`src/hdl/wlp_pkg.sv`:
```
package wlp_pkg;

    // Register byte offsets on the plain register port
    localparam logic [7:0] WLP_OFS_WDCTRL   = 8'h00;
    localparam logic [7:0] WLP_OFS_WDKEY    = 8'h04;
    localparam logic [7:0] WLP_OFS_WDCOUNT  = 8'h08;
    localparam logic [7:0] WLP_OFS_SLEEPCTL = 8'h0C;
    localparam logic [7:0] WLP_OFS_WAKESEL  = 8'h10;
    localparam logic [7:0] WLP_OFS_IRQSTAT  = 8'h14;
    localparam logic [7:0] WLP_OFS_IRQCLR   = 8'h18;
    localparam logic [7:0] WLP_OFS_IRQEN    = 8'h1C;
    localparam logic [7:0] WLP_OFS_STATE    = 8'h20;

    // Watchdog control fields
    localparam int WLP_WDCTRL_DIS     = 0;
    localparam int WLP_WDCTRL_IRQMODE = 1;
    localparam int WLP_WDCTRL_WAKEEN  = 2;

    // Sleep control fields: mode in [1:0], qualify count in [7:2]
    localparam int WLP_SLP_MODE_LSB = 0;
    localparam int WLP_SLP_QUAL_LSB = 2;
    localparam int WLP_QUAL_W       = 6;

    // Interrupt status bits
    localparam int WLP_IRQ_W     = 3;
    localparam int WLP_IRQ_WDOVF = 0;
    localparam int WLP_IRQ_WAKE  = 1;
    localparam int WLP_IRQ_KEYER = 2;

    localparam logic [7:0]  WLP_KEY_FIRST  = 8'h55;
    localparam logic [7:0]  WLP_KEY_SECOND = 8'hAA;
    localparam logic [7:0]  WLP_WD_MAX     = 8'hFF;
    localparam logic [2:0]  WLP_WDCTRL_RST = 3'h0;
    localparam logic [7:0]  WLP_SLEEP_RST  = 8'h00;

    // Reset pulse width in oscillator clocks
    localparam int          WLP_WATCHDOG_RESET_OUT_CYC   = 512;
    localparam logic [9:0]  WLP_WATCHDOG_RESET_OUT_LEN   = 10'(WLP_WATCHDOG_RESET_OUT_CYC);
    // Exit signal must stay low this long to be recognised
    localparam int          WLP_RECOG_NS    = 32;
    localparam int          WLP_CLK_NS      = 8;
    localparam logic [3:0]  WLP_RECOG_CYC   =
        4'((WLP_RECOG_NS + WLP_CLK_NS - 1) / WLP_CLK_NS);

    localparam logic [1:0]  WLP_MODE_IDLE    = 2'h0;
    localparam logic [1:0]  WLP_MODE_STANDBY = 2'h1;

    typedef enum logic [2:0] {
        ST_RUN, ST_IDLE, ST_STANDBY, ST_HALT, ST_WAKE
    } wlp_state_t;

    // Clock enables handed to the clock tree
    typedef struct packed {
        logic osc;
        logic pll;
        logic cpu;
        logic sysOut;
    } wlp_clk_t;

    // Active-low exit sources
    typedef struct packed {
        logic extResetN;
        logic nmiN;
        logic debugN;
        logic irqN;
    } wlp_exit_t;

endpackage

```
`src/hdl/wlp_watchdog_sleep.sv`:
```
// Summary of operation
// - Counter at maximum drives watchdog reset (in interrupt mode the wake interrupt) low for 512 oscillator clocks.
// - Counter clears when key 0x55 is followed by key 0xAA, or while external reset is low.
// - A disable bit stops the counter; no overflow pulse while disabled.
// - Watchdog runs on oscillator clock and keeps running in STANDBY.
// - Watchdog interrupt wakes from STANDBY when its wake enable is set.
// - In IDLE the watchdog interrupt reaches the CPU and ends idle.
// - In HALT the watchdog neither counts, wakes nor resets.
// - IDLE keeps all clocks; any interrupt, NMI, watchdog or reset exits.
// - STANDBY stops CPU and clock out; selected exits wake the device.
// - HALT stops all clocks but the test port clock; reset, wake pin, NMI or debugger exit.
// - In STANDBY a wake pin must stay low for two clocks more than the programmed count.
// - Exits are active low; all but external reset must persist, else the mode resumes.
// - Output pins hold their entry levels throughout any low-power mode.
// - The test port clock keeps running while the CPU clock is stopped.
`timescale 1ns/1ns
module wlp_watchdog_sleep (
    input  wire logic                mclk,
    input  wire logic                rstn,
    input  wire logic [7:0]          addr,
    input  wire logic [31:0]         wrData,
    input  wire logic                wrEn,
    input  wire logic                rdEn,
    output logic      [31:0]         rdData,
    input  wire logic                idleExec,
    input  wire wlp_pkg::wlp_exit_t  exitPins,
    input  wire logic [31:0]         gpioA,
    input  wire logic [31:0]         pinsIn,
    output logic      [31:0]         pinsOut,
    output wlp_pkg::wlp_clk_t        clkEn,
    output logic                     jtagClkEn,
    output logic                     watchdogResetOutN,
    output logic                     watchdogWakeIrqN,
    output logic                     irq
);
    import wlp_pkg::*;

    logic [2:0]           wdCtrl_q;
    logic [7:0]           sleepCtrl_q;
    logic [31:0]          wakeSel_q;
    logic [WLP_IRQ_W-1:0] irqStat_q;
    logic [WLP_IRQ_W-1:0] irqEn_q;
    logic [7:0]           wdCnt_q;
    logic                 keyArmed_q;
    logic [9:0]           pulseCnt_q;
    logic                 wdRstN_q;
    logic                 wdIrqN_q;
    logic [31:0]          rdData_q;
    logic                 irq_q;
    logic [31:0]          pins_q;
    wlp_clk_t             clk_q;
    wlp_state_t           state_q;
    wlp_state_t           resume_q;
    logic [WLP_QUAL_W:0]  qualCnt_q;
    logic [3:0]           recogCnt_q;
    logic                 jtagOn_q;

    logic                 wrKey;
    logic                 keyClear;
    logic                 wdRun;
    logic                 wdOverflow;
    logic                 keyError;
    logic                 wakeDone;
    logic                 pinLow;
    logic                 exitLow;
    logic                 wdWake;
    logic [WLP_IRQ_W-1:0] irqSet;
    logic [WLP_IRQ_W-1:0] irqClr;

    assign rdData            = rdData_q;
    assign pinsOut           = pins_q;
    assign clkEn             = clk_q;
    assign jtagClkEn         = jtagOn_q;
    assign watchdogResetOutN = wdRstN_q;
    assign watchdogWakeIrqN  = wdIrqN_q;
    assign irq               = irq_q;

    always_ff @(posedge mclk or negedge rstn) begin
        if (!rstn) begin
            jtagOn_q <= 1'b0;
        end else begin
            jtagOn_q <= 1'b1;
        end
    end

    // Register writes
    always_ff @(posedge mclk or negedge rstn) begin
        if (!rstn) begin
            wdCtrl_q    <= WLP_WDCTRL_RST;
            sleepCtrl_q <= WLP_SLEEP_RST;
            wakeSel_q   <= '0;
            irqEn_q     <= '0;
        end else if (wrEn) begin
            case (addr)
                WLP_OFS_WDCTRL:   wdCtrl_q    <= wrData[2:0];
                WLP_OFS_SLEEPCTL: sleepCtrl_q <= wrData[7:0];
                WLP_OFS_WAKESEL:  wakeSel_q   <= wrData;
                WLP_OFS_IRQEN:    irqEn_q     <= wrData[WLP_IRQ_W-1:0];
                default: ;
            endcase
        end
    end

    // Key sequence: a wrong value drops the armed state
    assign wrKey    = wrEn && (addr == WLP_OFS_WDKEY);
    assign keyClear = wrKey && keyArmed_q
                      && (wrData[7:0] == WLP_KEY_SECOND);
    assign keyError = wrKey && (wrData[7:0] != WLP_KEY_FIRST)
                      && !keyClear;

    always_ff @(posedge mclk or negedge rstn) begin
        if (!rstn) begin
            keyArmed_q <= 1'b0;
        end else if (wrKey) begin
            keyArmed_q <= (wrData[7:0] == WLP_KEY_FIRST);
        end
    end

    // Oscillator is off in HALT, so the counter freezes there
    assign wdRun = !wdCtrl_q[WLP_WDCTRL_DIS]
                   && (state_q != ST_HALT)
                   && (pulseCnt_q == '0);
    assign wdOverflow = wdRun && (wdCnt_q == WLP_WD_MAX);

    always_ff @(posedge mclk or negedge rstn) begin
        if (!rstn) begin
            wdCnt_q <= '0;
        end else if (keyClear || !exitPins.extResetN) begin
            wdCnt_q <= '0;
        end else if (wdRun) begin
            wdCnt_q <= wdCnt_q + 8'h01;
        end
    end

    // Pulse of fixed width; output selects reset or interrupt
    always_ff @(posedge mclk or negedge rstn) begin
        if (!rstn) begin
            pulseCnt_q <= '0;
            wdRstN_q   <= 1'b1;
            wdIrqN_q   <= 1'b1;
        end else if (wdOverflow) begin
            pulseCnt_q <= WLP_WATCHDOG_RESET_OUT_LEN;
            wdRstN_q   <= wdCtrl_q[WLP_WDCTRL_IRQMODE];
            wdIrqN_q   <= !wdCtrl_q[WLP_WDCTRL_IRQMODE];
        end else if (pulseCnt_q > 10'h001) begin
            pulseCnt_q <= pulseCnt_q - 10'h001;
        end else begin
            pulseCnt_q <= '0;
            wdRstN_q   <= 1'b1;
            wdIrqN_q   <= 1'b1;
        end
    end

    // Exit sources per mode
    assign pinLow = |(wakeSel_q & ~gpioA);
    assign wdWake = !wdIrqN_q && wdCtrl_q[WLP_WDCTRL_WAKEEN];
    always_comb begin
        case (resume_q)
            ST_IDLE:    exitLow = !exitPins.extResetN || !exitPins.nmiN
                                  || !exitPins.irqN || !wdIrqN_q;
            ST_STANDBY: exitLow = !exitPins.extResetN || !exitPins.nmiN
                                  || !exitPins.debugN || wdWake
                                  || (pinLow && qualCnt_q == '0);
            ST_HALT:    exitLow = !exitPins.extResetN || !exitPins.nmiN
                                  || !exitPins.debugN || pinLow;
            default:    exitLow = 1'b0;
        endcase
    end

    // Pin qualification runs only in STANDBY
    always_ff @(posedge mclk or negedge rstn) begin
        if (!rstn) begin
            qualCnt_q <= '0;
        end else if (pinLow && (state_q == ST_STANDBY
                     || (state_q == ST_WAKE && resume_q == ST_STANDBY))) begin
            // Held at zero through WAKE so the qualified exit stays valid
            if (qualCnt_q != '0) begin
                qualCnt_q <= qualCnt_q - 1'b1;
            end
        end else begin
            qualCnt_q <= {1'b0, sleepCtrl_q[WLP_SLP_QUAL_LSB +: WLP_QUAL_W]}
                         + 7'h01;
        end
    end

    assign wakeDone = (state_q == ST_WAKE)
                      && (recogCnt_q == WLP_RECOG_CYC);

    // Mode sequencer
    always_ff @(posedge mclk or negedge rstn) begin
        if (!rstn) begin
            state_q    <= ST_RUN;
            resume_q   <= ST_RUN;
            recogCnt_q <= '0;
        end else begin
            case (state_q)
                ST_RUN: begin
                    recogCnt_q <= '0;
                    if (idleExec) begin
                        case (sleepCtrl_q[WLP_SLP_MODE_LSB +: 2])
                            WLP_MODE_IDLE: begin
                                state_q  <= ST_IDLE;
                                resume_q <= ST_IDLE;
                            end
                            WLP_MODE_STANDBY: begin
                                state_q  <= ST_STANDBY;
                                resume_q <= ST_STANDBY;
                            end
                            default: begin
                                state_q  <= ST_HALT;
                                resume_q <= ST_HALT;
                            end
                        endcase
                    end
                end
                ST_IDLE, ST_STANDBY, ST_HALT: begin
                    recogCnt_q <= '0;
                    if (!exitPins.extResetN) begin
                        state_q <= ST_RUN;
                    end else if (exitLow) begin
                        state_q <= ST_WAKE;
                    end
                end
                ST_WAKE: begin
                    if (!exitPins.extResetN || wakeDone) begin
                        state_q <= ST_RUN;
                    end else if (!exitLow) begin
                        state_q <= resume_q;
                    end else begin
                        recogCnt_q <= recogCnt_q + 4'h1;
                    end
                end
                default: state_q <= ST_RUN;
            endcase
        end
    end

    // Clock enables and pin holding
    always_ff @(posedge mclk or negedge rstn) begin
        if (!rstn) begin
            clk_q <= '{osc: 1'b1, pll: 1'b1, cpu: 1'b1, sysOut: 1'b1};
        end else begin
            case (state_q)
                ST_STANDBY: clk_q <= '{osc: 1'b1, pll: 1'b1,
                                       cpu: 1'b0, sysOut: 1'b0};
                ST_HALT:    clk_q <= '{osc: 1'b0, pll: 1'b0,
                                       cpu: 1'b0, sysOut: 1'b0};
                default:    clk_q <= '{osc: 1'b1, pll: 1'b1,
                                       cpu: 1'b1, sysOut: 1'b1};
            endcase
        end
    end

    always_ff @(posedge mclk or negedge rstn) begin
        if (!rstn) begin
            pins_q <= '0;
        end else if (state_q == ST_RUN && !idleExec) begin
            pins_q <= pinsIn;
        end
    end

    // Sticky status; a set in the clearing cycle wins
    assign irqSet = {keyError, wakeDone, wdOverflow};
    assign irqClr = (wrEn && addr == WLP_OFS_IRQCLR)
                    ? wrData[WLP_IRQ_W-1:0] : '0;

    always_ff @(posedge mclk or negedge rstn) begin
        if (!rstn) begin
            irqStat_q <= '0;
            irq_q     <= 1'b0;
        end else begin
            irqStat_q <= (irqStat_q & ~irqClr) | irqSet;
            irq_q     <= |(((irqStat_q & ~irqClr) | irqSet) & irqEn_q);
        end
    end

    // Read data stands one cycle after the strobe
    always_ff @(posedge mclk or negedge rstn) begin
        if (!rstn) begin
            rdData_q <= '0;
        end else if (rdEn) begin
            case (addr)
                WLP_OFS_WDCTRL:   rdData_q <= {29'h0, wdCtrl_q};
                WLP_OFS_WDCOUNT:  rdData_q <= {24'h0, wdCnt_q};
                WLP_OFS_SLEEPCTL: rdData_q <= {24'h0, sleepCtrl_q};
                WLP_OFS_WAKESEL:  rdData_q <= wakeSel_q;
                WLP_OFS_IRQSTAT:  rdData_q <= {29'h0, irqStat_q};
                WLP_OFS_IRQEN:    rdData_q <= {29'h0, irqEn_q};
                WLP_OFS_STATE:    rdData_q <= {29'h0, state_q};
                default:          rdData_q <= '0;
            endcase
        end else begin
            rdData_q <= '0;
        end
    end

    // Helper: length of the current low pulse
    logic [10:0] lowLen_q;
    always_ff @(posedge mclk or negedge rstn) begin
        if (!rstn) begin
            lowLen_q <= '0;
        end else if (!wdRstN_q) begin
            lowLen_q <= lowLen_q + 11'h001;
        end else begin
            lowLen_q <= '0;
        end
    end
endmodule

```
`config.mk`:
```
export PLATFORM = sky130hd
export DESIGN_NAME = wlp_watchdog_sleep
export DESIGN_NICKNAME = d
export VERILOG_FILES = /design/src/hdl/wlp_pkg.sv /design/src/hdl/wlp_watchdog_sleep.sv
export SDC_FILE = /design/constraint.sdc
export NUM_CORES = 1
export LEC_CHECK = 0
export BUFFER_PORTS_ARGS = -buffer_cell sky130_fd_sc_hd__buf_2
export CAP_MARGIN = 20
export CORE_AREA = 2 2 121 123
export CTS_CLUSTER_DIAMETER = 120
export DETAILED_ROUTE_END_ITERATION = 7
export DIE_AREA = 0 0 123 125
export PLACE_DENSITY = 0.75
export SLEW_MARGIN = 10
export SYNTH_ARGS = -nofsm -noshare
export SYNTH_HDL_FRONTEND = slang
export SYNTH_SLANG_ARGS = --single-unit
```
`constraint.sdc`:
```
create_clock -name mclk -period 2.96 [get_ports mclk]
set_input_delay 0.148 -clock mclk [delete_from_list [all_inputs] [get_ports mclk]]
set_output_delay 0.148 -clock mclk [all_outputs]
set_load 0.01 [all_outputs]
```
Yosys cells after proc, flatten, opt, wreduce, memory -nomap -nowiden:

Cells that the tools add are included.

* add/subtract/negate cells: 5
* magnitude comparators: 1
* equal/unequal tests: 29
* muxes and demuxes: 24
* bitwise gates (word level): 6
* reductions and logical operators: 53

Operators with widths (number)
* $pmux 32 s7: 1
* $and 32x32->32: 1
* $eq 8x5->1 const B: 4
* $mux 32: 1
* $not 32->32: 1
* $reduce_or 32->1: 1
* $mux 10: 2
* $mux 3: 6
* $eq 8x4->1 const B: 2
* $eq 8x8->1 const B: 2
* $mux 8: 2
* $pmux 4 s2: 2
* $logic_and 1x1->1: 15
* $mux 7: 2
* $eq 3x2->1 const B: 4
* $gt 10x1->1 const B: 1
* $logic_not 10->1: 1
* $logic_or 1x1->1: 10
* $reduce_and 2->1: 5
* $sub 10x1->10 const B: 1
* $logic_not 1->1: 9
* $pmux 3 s3: 1
* $add 8x1->8 const B: 1
* $eq 8x3->1 const B: 1
* 30 further kinds: 42

* register bits after elaboration: 157
* input bits: 113
* output and inout bits: 72
* word-level logic and storage cells: 140

Longest topological paths before layout:

Gate-level depths: netlist of the first run.

* depth after elaboration: 9
* gate-level depth with buffers: 10
* gate-level depth less buffers: 9

Least setup slack after synthesis of the first run:

No wires, ideal clock.

* path type: reg-to-reg
* start: reg qualCnt_q[0]
* end: reg state_q[0]
* arrival: 1.926 ns
* required time: 2.835 ns
* path slack: 0.909 ns
* cell stages (with the launch flop): 10
* clock period less this slack: 2.051 ns
* cells stage by stage: dfrtp_1 inv_1 ha_1 nor2b_1 and2_1 buf_2 a21o_1 a31oi_1 a21boi_1 mux2_2

* cells in the longest elaborated chain, start to end: 6

Ends and longest elaborated chain
* start, declared: RTL line wlp_watchdog_sleep.sv:54 `logic [WLP_QUAL_W:0] qualCnt_q;`
* start signal, assigned: RTL line wlp_watchdog_sleep.sv:178 `qualCnt_q <= qualCnt_q - 1'b1;`
* start signal, assigned: RTL line wlp_watchdog_sleep.sv:181 `qualCnt_q <= {1'b0, sleepCtrl_q[WLP_SLP_QUAL_LSB +: WLP_QUAL_W]}`
* $logic_not 7->1 (*): RTL line wlp_watchdog_sleep.sv:163 `|| (pinLow && qualCnt_q == '0);`
* $logic_and 1x1->1 (*): RTL line wlp_watchdog_sleep.sv:163
* $logic_or 1x1->1 (*): RTL line wlp_watchdog_sleep.sv:163
* $pmux 1 s3 (*): RTL line wlp_watchdog_sleep.sv:158 `case (resume_q)`
* $ne 3x2->1 (no line) / $ne 3x3->1 (equally long branches)
* $reduce_and 3->1 (no line) (*)
* end signal, assigned: RTL line wlp_watchdog_sleep.sv:228 `state_q <= resume_q;`
* end, declared: RTL line wlp_watchdog_sleep.sv:52 `wlp_state_t state_q;`

Every way passes the cells marked *; elsewhere a longest branch is shown, timed or not.
A chain may end at the register's enable or synchronous reset.

Worst setup path after layout of the first run:

* start: reg wakeSel_q[2]
* end: reg state_q[0]

* cells in the longest elaborated chain, start to end: 7

Ends and longest elaborated chain
* start, declared: RTL line wlp_watchdog_sleep.sv:40 `logic [31:0] wakeSel_q;`
* start signal, assigned: RTL line wlp_watchdog_sleep.sv:97 `WLP_OFS_WAKESEL: wakeSel_q <= wrData;`
* $and 32x32->32 (*): RTL line wlp_watchdog_sleep.sv:155 `assign pinLow = |(wakeSel_q & ~gpioA);`
* $reduce_or 32->1 (*): RTL line wlp_watchdog_sleep.sv:155
* $logic_and 1x1->1: RTL line wlp_watchdog_sleep.sv:163
* $logic_or 1x1->1: RTL line wlp_watchdog_sleep.sv:163
* $pmux 1 s3 (*): RTL line wlp_watchdog_sleep.sv:158
* $ne 3x2->1 (no line) / $ne 3x3->1 (equally long branches)
* $reduce_and 3->1 (no line) (*)

Marks and branches as above.

==> results by group, run 1 <==
Timing
  – Highest clock rate: between 400 and 500 MHz
  – Tcrit/Tclk final: 0.8058
  – Crit path time final: 2.385 ns
  – Hold Slack: around 0.013 ns
  – Worst Tran Pin Value: 0.8762 ns
  – Final setup fails: 0
  – Setup tns final: 0 ns
  – Clk_skew: approximately 0.0085 ns
  – Count of pins over their slew limit: 0
  – Slew headroom: 0.4159
  – Final-report hold violation count: 0
  – RSZ-0062 raised after global routing: false
  – Final worst slack: 0.5749 ns

Clock network
  – CTS tree: built
  – Clock latency on the worst-skew pair: 0.43 ns
  – Reg clk slew, reported paths: 0.06 ns
  – H-tree depth: 4
  – Max clock buf depth: 2
  – Root Buffer: clkbuf_16
  – Clock net sink count: between 150 and 200
  – CTS resizes: 0
  – CTS buffer count: 17

Synth
  – Top_reg_cell synth: dfrtp_1
  – Number of synthesized flops with an enable pin: 0
  – Synthesized area per cell: 11.55 um^2
  – Cell variety after synth: 55
  – Post-synth ARST share: 1.000
  – Syn Nets: 719
  – Synth Register Bits: 154
  – Ys Warns: 0
  – Post-synthesis instance total: 598
  – Post-synthesis instance area: 6909 um^2
  – Sequential-to-total area share from yosys stat: 0.5585

Hold path
  – HP Start: wrData[4]
  – HP Class: input pin to flip-flop
  – WHS Endpoint: wakeSel_q[4]
  – Hold path depth: 2

Critical path
  – Top delay family on crit path: simple AND/OR/NAND/NOR gates
  – FF-to-FF Start: wakeSel_q[2]
  – CP Launch Type: flip-flop
  – Crit path kind: flip-flop to flip-flop
  – CP peak stage delay: 0.41 ns
  – Data arrival, critical path: 2.69 ns
  – CP endpoint kind: flip-flop
  – CP Cell Sequence: inv_1 > o22ai_1 > nor4_1 > nand4_1 > a31oi_1 > buf_4 > a21boi_1 > mux2_2
  – Slowest cell on the critical path: dfrtp_1
  – R2R depth: 8
  – CP bufs+invs: 2
  – FF-to-FF End: state_q[0]
  – Flop2flop setup slack: 0.57 ns
  – CP max FO: 11
  – Data required, critical path: 3.27 ns

GRT
  – Grt ovf: 0
  – Largest net degree at the start of global routing: 98
  – GRT Total Usage: 0.2471
  – First-pass GRT wire length: between 20 and 30 mm
  – Antenna violations before repair: 1
  – Number of global-route vias before repair: 5781

Floorplanning
  – Die Area: between 15000 and 20000 um^2
  – Io pins: 185
  – Die W: 123 um
  – DIE HEIGHT: 125 um
  – Core area: 14200 um^2
  – Row cnt: 44
  – Initial Util: 0.4864

Placement
  – Detailed placer's ending HPWL: 12.64 mm
  – Gp weighted congestion: 0.8885
  – I/O Buffers: 184
  – Pre-CTS setup slack: 0.6240 ns
  – Cell total after placement: around 950

Final layout
  – Layout area overhead: 33.70%
  – Non-Filler Instances: approximately 1000
  – Most common cell after layout, fill and taps aside: buf_2
  – Share of cells above drive strength 1: 0.3676
  – Leading cell types in the layout, fill and taps excluded: buf_2, dfrtp_1, mux2_2, dlygate4sd3_1, nor2_1
  – Fin nets: roughly 970
  – Fin util: 0.6504

Power
  – Peak VDD IR: between 0.0003 and 0.0004 V
  – Power per Cell Area: 716.9 nW/um^2
  – Static Leak: 4.565 nW

Detailed routing
  – Routed vias/inst: about 5.4
  – Final ANT Viol Nets: 0
  – First-pass DRT Iterations: 7
  – Wire per inst: 17.59 um
  – Detailed-route via count: 5649
  – Initial DRC count: 365
  – Remaining DRCs: 0
  – Final WL: 18.33 mm

Job
  – Max-Cap Viols: 0

Run status
  – Outcome: complete, no violations
## per-stage QoR
| step | total power, mW | area [um^2] |
|---|---|---|
| 3_5_place_dp | 4.300 | 8026 |
| 2_1_floorplan | 3.708 | 6909 |
| 4_1_cts | 6.648 | 9235 |
| 3_3_place_gp | 4.209 | 8026 |
| 6_report | 6.623 | 9238 |
| 5_1_grt | 6.963 | 9238 |
## power breakdown
part / total (mW) / internal [mW] / switching (mW)
clock network: 2.28 / 1.41 / 0.872
registers: 2.81 / 2.48 / 0.326
logic: 1.53 / 0.785 / 0.748
total: 6.62 / 4.68 / 1.95
## flip-flops by register name (all words and copies together) (netlist names)
name / flops
watchdogWakeIrqN: 1
irqEn_q: 3
state_q: 3
pulseCnt_q: 10
wdCtrl_q: 3
jtagClkEn: 1
keyArmed_q: 1
wdCnt_q: 8
rdData: 32
watchdogResetOutN: 1
resume_q: 2
clkEn: 2
pinsOut: 32
qualCnt_q: 7
recogCnt_q: 4
irqStat_q: 3
irq: 1
wakeSel_q: 32
sleepCtrl_q: 8
## cell type report
cell class	instances	area [um^2]
Clock inverter	11	157.7
Tap cell	184	230.2
Clock buffer	21	470.5
Timing Repair Buffer	250	1568
Inverter	41	153.9
Fill cell	1028	4966
Sequential cell	154	3859
Multi-Input combinational cell	380	2796
Antenna cell	1	2.502
## repair_timing
action	4_1_cts	5_1_grt
hold buffers	58	0
buffers inserted	0	0
hold endpoints to repair	151	0
## routing by layer
metal	vias to the layer above	track usage	share of wire
met5	-	0	0
met3	55	0.05794	0.059
met2	234	0.4140	0.51
met1	2771	0.2981	0.40
li1	2589	-	-
met4	0	0.1190	0.035
## Yosys cell counts, types with 3 or more instances
library cell / count / area share
clkbuf_1: 13 / 0.0071
xnor2_1: 8 / 0.010
and3_1: 27 / 0.024
ha_1: 8 / 0.014
nand3b_1: 4 / 0.0043
a22o_1: 4 / 0.0051
nand2_1: 38 / 0.021
nor3b_1: 4 / 0.0043
nor3_1: 9 / 0.0065
a221oi_1: 3 / 0.0038
a21o_1: 3 / 0.0033
mux2i_1: 13 / 0.019
nor4bb_1: 3 / 0.0043
nand4_1: 4 / 0.0036
nand3_1: 16 / 0.012
nor4_1: 6 / 0.0054
xor2_1: 11 / 0.014
dfstp_2: 4 / 0.015
buf_2: 6 / 0.0043
and2_1: 4 / 0.0036
nor2_1: 46 / 0.025
o22ai_1: 19 / 0.017
mux2_2: 81 / 0.13
dfrtp_1: 150 / 0.54
nor4_2: 3 / 0.0054
inv_1: 41 / 0.022
or3_1: 3 / 0.0027
a21oi_1: 18 / 0.013
nand2b_1: 4 / 0.0036
o21ai_0: 13 / 0.0094
## cell families (layout without fill, tap and decap cells)
group,Yosys count,count (layout),share of synthesized area
AOI/OAI and AO/OA,75,75,0.06845
muxes,94,94,0.1508
adders and majority gates,8,8,0.01449
and+or+nand+nor,183,183,0.1451
other,1,2,0.0005428
xor gates and xnor gates,19,19,0.02409
DFF,154,154,0.5585
buffers and inverters,64,323,0.03803
## worst reg2reg max path, cell delays in order (launching register included)
cell and delay, ns:
dfrtp_1 0.41, inv_1 0.07, o22ai_1 0.09, nor4_1 0.41
nand4_1 0.29, a31oi_1 0.21, buf_4 0.18, a21boi_1 0.25
mux2_2 0.36
## worst max-delay path by stage
| stage | startpoint | depth (start not counted) | endpoint |
|---|---|---|---|
| final | wakeSel_q[2] | 8 | state_q[0] |
| after floorplan | qualCnt_q[0] | 9 | state_q[0] |
| after detailed placement | wakeSel_q[2] | 8 | state_q[0] |
| after CTS | wakeSel_q[2] | 8 | state_q[0] |
| after global placement | wakeSel_q[16] | 8 | state_q[1] |
| after global routing | wakeSel_q[2] | 8 | state_q[0] |
Note: power is estimated with default switching activity, not from simulation.
==> run 2: changes to the inputs <==
--- a/config.mk
+++ b/config.mk
@@ -5,12 +5,13 @@
 export SDC_FILE = /design/constraint.sdc
 export NUM_CORES = 1
 export LEC_CHECK = 0
+export ABC_AREA = 1
 export BUFFER_PORTS_ARGS = -buffer_cell sky130_fd_sc_hd__buf_2
 export CAP_MARGIN = 20
-export CORE_AREA = 2 2 121 123
+export CORE_AREA = 2 2 123 125
 export CTS_CLUSTER_DIAMETER = 120
 export DETAILED_ROUTE_END_ITERATION = 7
-export DIE_AREA = 0 0 123 125
+export DIE_AREA = 0 0 125 127
 export PLACE_DENSITY = 0.75
 export SLEW_MARGIN = 10
 export SYNTH_ARGS = -nofsm -noshare
==> constraint.sdc (replaced) <==
create_clock -name mclk -period 2.22 [get_ports mclk]
set_input_delay 0.111 -clock mclk [delete_from_list [all_inputs] [get_ports mclk]]
set_output_delay 0.111 -clock mclk [all_outputs]
set_load 0.01 [all_outputs]
==> run 2 against run 1 <==
Net effect:
- synthesized cell count rose by 39%
- critical path depth grew 3
- cell count up 23%
- critical path type unchanged
- total power is 22% higher
- largest power group unchanged
- routed wire length rose by 0.93%
- global-route usage fell by 0.52 points
- die area rose by 3.3%
==> results by group, run 2 <==
Placement
  – I/O Buffers: 184 (unchanged)
  – Placed cell area: 8264 um^2 (+3.0%)
  – Detailed placer's ending HPWL: 12.81 mm (+1.3%)
  – Cell total after placement: 1191 (+25%)
  – Pre-CTS setup slack: 0.3511 ns (-0.2728 ns)
  – Gp weighted congestion: 0.9104 (+2.5%)

Hold path
  – WHS Endpoint: sleepCtrl_q[4]
  – HP Class: input pin to flip-flop
  – HP Start: wrData[4]
  – Hold path depth: 3 (+1)

Power
  – Peak VDD IR: 0.0007126 V (+79%)
  – Static Leak: 5.187 nW (+14%)
  – Power per Cell Area: 852.3 nW/um^2 (+19%)

Critical path
  – Data arrival, critical path: 2.21 ns (-0.48 ns)
  – CP bufs+invs: 0 (-2)
  – Top delay family on crit path: simple AND/OR/NAND/NOR gates
  – FF-to-FF Start: wakeSel_q[31]
  – FF-to-FF End: recogCnt_q[1]
  – Top cell by count, worst path: nand2_1
  – Slowest cell on the critical path: dfrtp_1
  – R2R depth: 11 (+3)
  – CP max FO: 10 (-1)
  – CP endpoint kind: flip-flop
  – Levels on crit path: 11 (+3)
  – CP Launch Type: flip-flop
  – Crit path kind: flip-flop to flip-flop
  – CP peak stage delay: 0.41 ns (about the same)
  – Flop2flop setup slack: 0.35 ns (-0.23 ns)
  – CP Cell Sequence: nand2_1 > o21ai_0 > nor2_1 > nand2_1 > nor2_1 > nand2_1 > nand2_1 > nand2_1 > nand3_1 > nand2_1 > o21ai_0
  – Data required, critical path: 2.56 ns (-0.71 ns)

Clock network
  – Max clock buf depth: 2 (unchanged)
  – Root Buffer: clkbuf_16
  – CTS buffer count: 17 (unchanged)
  – Clock net sink count: 154 (unchanged)
  – H-tree depth: 4 (unchanged)
  – Reg clk slew, reported paths: 0.07 ns (about the same)
  – Clock latency on the worst-skew pair: 0.42 ns (about the same)
  – CTS tree: built
  – CTS resizes: 0 (unchanged)

Detailed routing
  – Final WL: 18.50 mm (+0.93%)
  – First-pass DRT Iterations: 7 (unchanged)
  – Final ANT Viol Nets: 0 (unchanged)
  – Wire per inst: 14.43 um (-18%)
  – Detailed-route via count: 6317 (+12%)
  – Routed vias/inst: 4.927 (-9.1%)
  – Remaining DRCs: 0 (unchanged)
  – Initial DRC count: 389 (+6.6%)

Synth
  – Syn Nets: 953 (+33%)
  – Synth top cells by count: nand2_1, dfrtp_1, inv_1
  – Synthesized area per cell: 8.534 um^2 (-26%)
  – Post-synthesis instance area: 7101 um^2 (+2.8%)
  – Synth top area share: 0.5286 (-0.01465)
  – Most frequent cell after synthesis: nand2_1
  – Top_reg_cell synth: dfrtp_1
  – Synth Register Bits: 154 (unchanged)
  – Area leader, netlist: dfrtp_1
  – Sequential-to-total area share from yosys stat: 0.5434 (-0.01506)
  – Area contributors post-synth: dfrtp_1, nand2_1, inv_1
  – Number of synthesized flops with an enable pin: 0 (unchanged)
  – Post-synth ARST share: 1.000 (unchanged)
  – Post-synthesis instance total: 832 (+39%)
  – Ys Warns: 0 (unchanged)
  – Cell variety after synth: 42 (-24%)

Floorplanning
  – Row cnt: 44 (unchanged)
  – Initial Util: 0.4923 (+0.005846)
  – DIE HEIGHT: 127 um (+1.6%)
  – Io pins: 185 (unchanged)
  – Die W: 125 um (+1.6%)
  – Die Area: 15880 um^2 (+3.3%)
  – Core area: 14420 um^2 (+1.6%)

Timing
  – Count of pins over their slew limit: 0 (unchanged)
  – Setup tns final: 0 ns (unchanged)
  – Worst Tran Pin Value: 0.7911 ns (-0.08508 ns)
  – Tcrit/Tclk final: 0.8441 (+0.03835)
  – Clk_skew: 0.007370 ns (-0.001143 ns)
  – Final-report hold violation count: 0 (unchanged)
  – RSZ-0062 raised after global routing: false
  – Highest clock rate: 533.6 MHz (+27%)
  – Final worst slack: 0.3460 ns (-0.2288 ns)
  – Slew headroom: 0.4677 (+0.05186)
  – Final setup fails: 0 (unchanged)
  – Crit path time final: 1.874 ns (-0.5112 ns)

Final layout
  – Antenna Cells: 0 (-1)
  – Non-Filler Instances: 1282 (+23%)
  – Most common cell after layout, fill and taps aside: nand2_1
  – Leading cell types in the layout, fill and taps excluded: nand2_1, buf_2, dfrtp_1, inv_1, nor2_1
  – Layout area overhead: 33.30%
  – Share of cells above drive strength 1: 0.2432 (-0.1244)
  – Fin nets: 1206 (+25%)
  – Design area: 9465 um^2 (+2.5%)
  – Fillers: 1163 (+13%)

GRT
  – Antenna violations before repair: 0 (-1)
  – Grt ovf: 0 (unchanged)
  – GRT Total Usage: 0.2419 (-0.005194)
  – Number of global-route vias before repair: 6336 (+9.6%)
  – First-pass GRT wire length: 30.83 mm (+6.1%)
  – Largest net degree at the start of global routing: 69 (-30%)

Job
  – Max-Cap Viols: 0 (unchanged)

Run status
  – Outcome: complete, no violations
-- run 2: changes by cell type after synthesis, moves of 5 or more --
cell     change
nand3_1     +12
nor2_1      +30
and3_1      -26
nand2_1    +240
or2_2        +5
mux2i_1     -13
mux2_2      -78
o21ai_0     +44
inv_1       +55
o22ai_1     -16
mux2_4      +18
nand4_1      +6
-- run 2: logic make-up after synthesis --
family	synth area share
simple gates	0.2432
flops	0.5434
buf+inv	0.06643
compound gates	0.06978
mux	0.04282
xor+xnor	0.01974
fa+ha+maj	0.01410
other cells	0.0005281
-- run 2: cell type report --
type,instances,area (um^2),area share
Clock inverter,13,157.7,0.01666
Inverter,100,375.4,0.03966
Sequential cell,154,3859,0.4077
Clock buffer,19,452.9,0.04785
Timing Repair Buffer,253,1618,0.1709
Multi-Input combinational cell,559,2773,0.2929
Tap cell,184,230.2,0.02432
-- run 2: tightest hold or removal path: cells and delay by family --
kind            cells  cell delay [ns]
buf+inv             2             0.22
compound gates      1             0.09
-- run 2: repair_timing --
action / in CTS / in global routing
endpoints found under the setup margin: 0 / 0
hold endpoints to repair: 125 / 0
setup buffers: 0 / 0
hold buffers: 59 / 0
-- run 2: worst max path at each step --
stage | start | to | slack, ns
after floorplan | state_q[1] | qualCnt_q[0] | 0.62
after global placement | addr[1] | wdCtrl_q[0] | 0.39
after detailed placement | wakeSel_q[12] | recogCnt_q[1] | 0.35
after CTS | pulseCnt_q[6] | pulseCnt_q[9] | 0.34
after global routing | state_q[1] | qualCnt_q[0] | 0.12
final | wakeSel_q[31] | recogCnt_q[1] | 0.35
-- run 2: stage by stage --
stage | power, mW | hold slack (ns) | utilization
CTS | 8.112 | 0.03573 | 0.6562
global route | 8.534 | 0.05410 | 0.6562
floorplan | 4.360 | -0.1846 | -
global placement | 5.005 | 0.1519 | 0.5730
detailed placement | 5.055 | 0.1505 | 0.5730
finish | 8.067 | 0.04047 | 0.6562
-- run 2: where the power goes --
group / switching, mW / leakage [nW] / internal (mW)
sequential: 0.254 / 2.04 / 3.20
combinational: 0.986 / 2.85 / 0.665
clock: 1.22 / 0.297 / 1.75
-- run 2: metal layers --
layer,global-route usage,wire length (um),vias to the layer above
met3,0.05109,1228,30
met5,0,0,-
li1,-,-,3128
met1,0.3215,8147,2925
met2,0.4028,8769,234
met4,0.07451,354,0
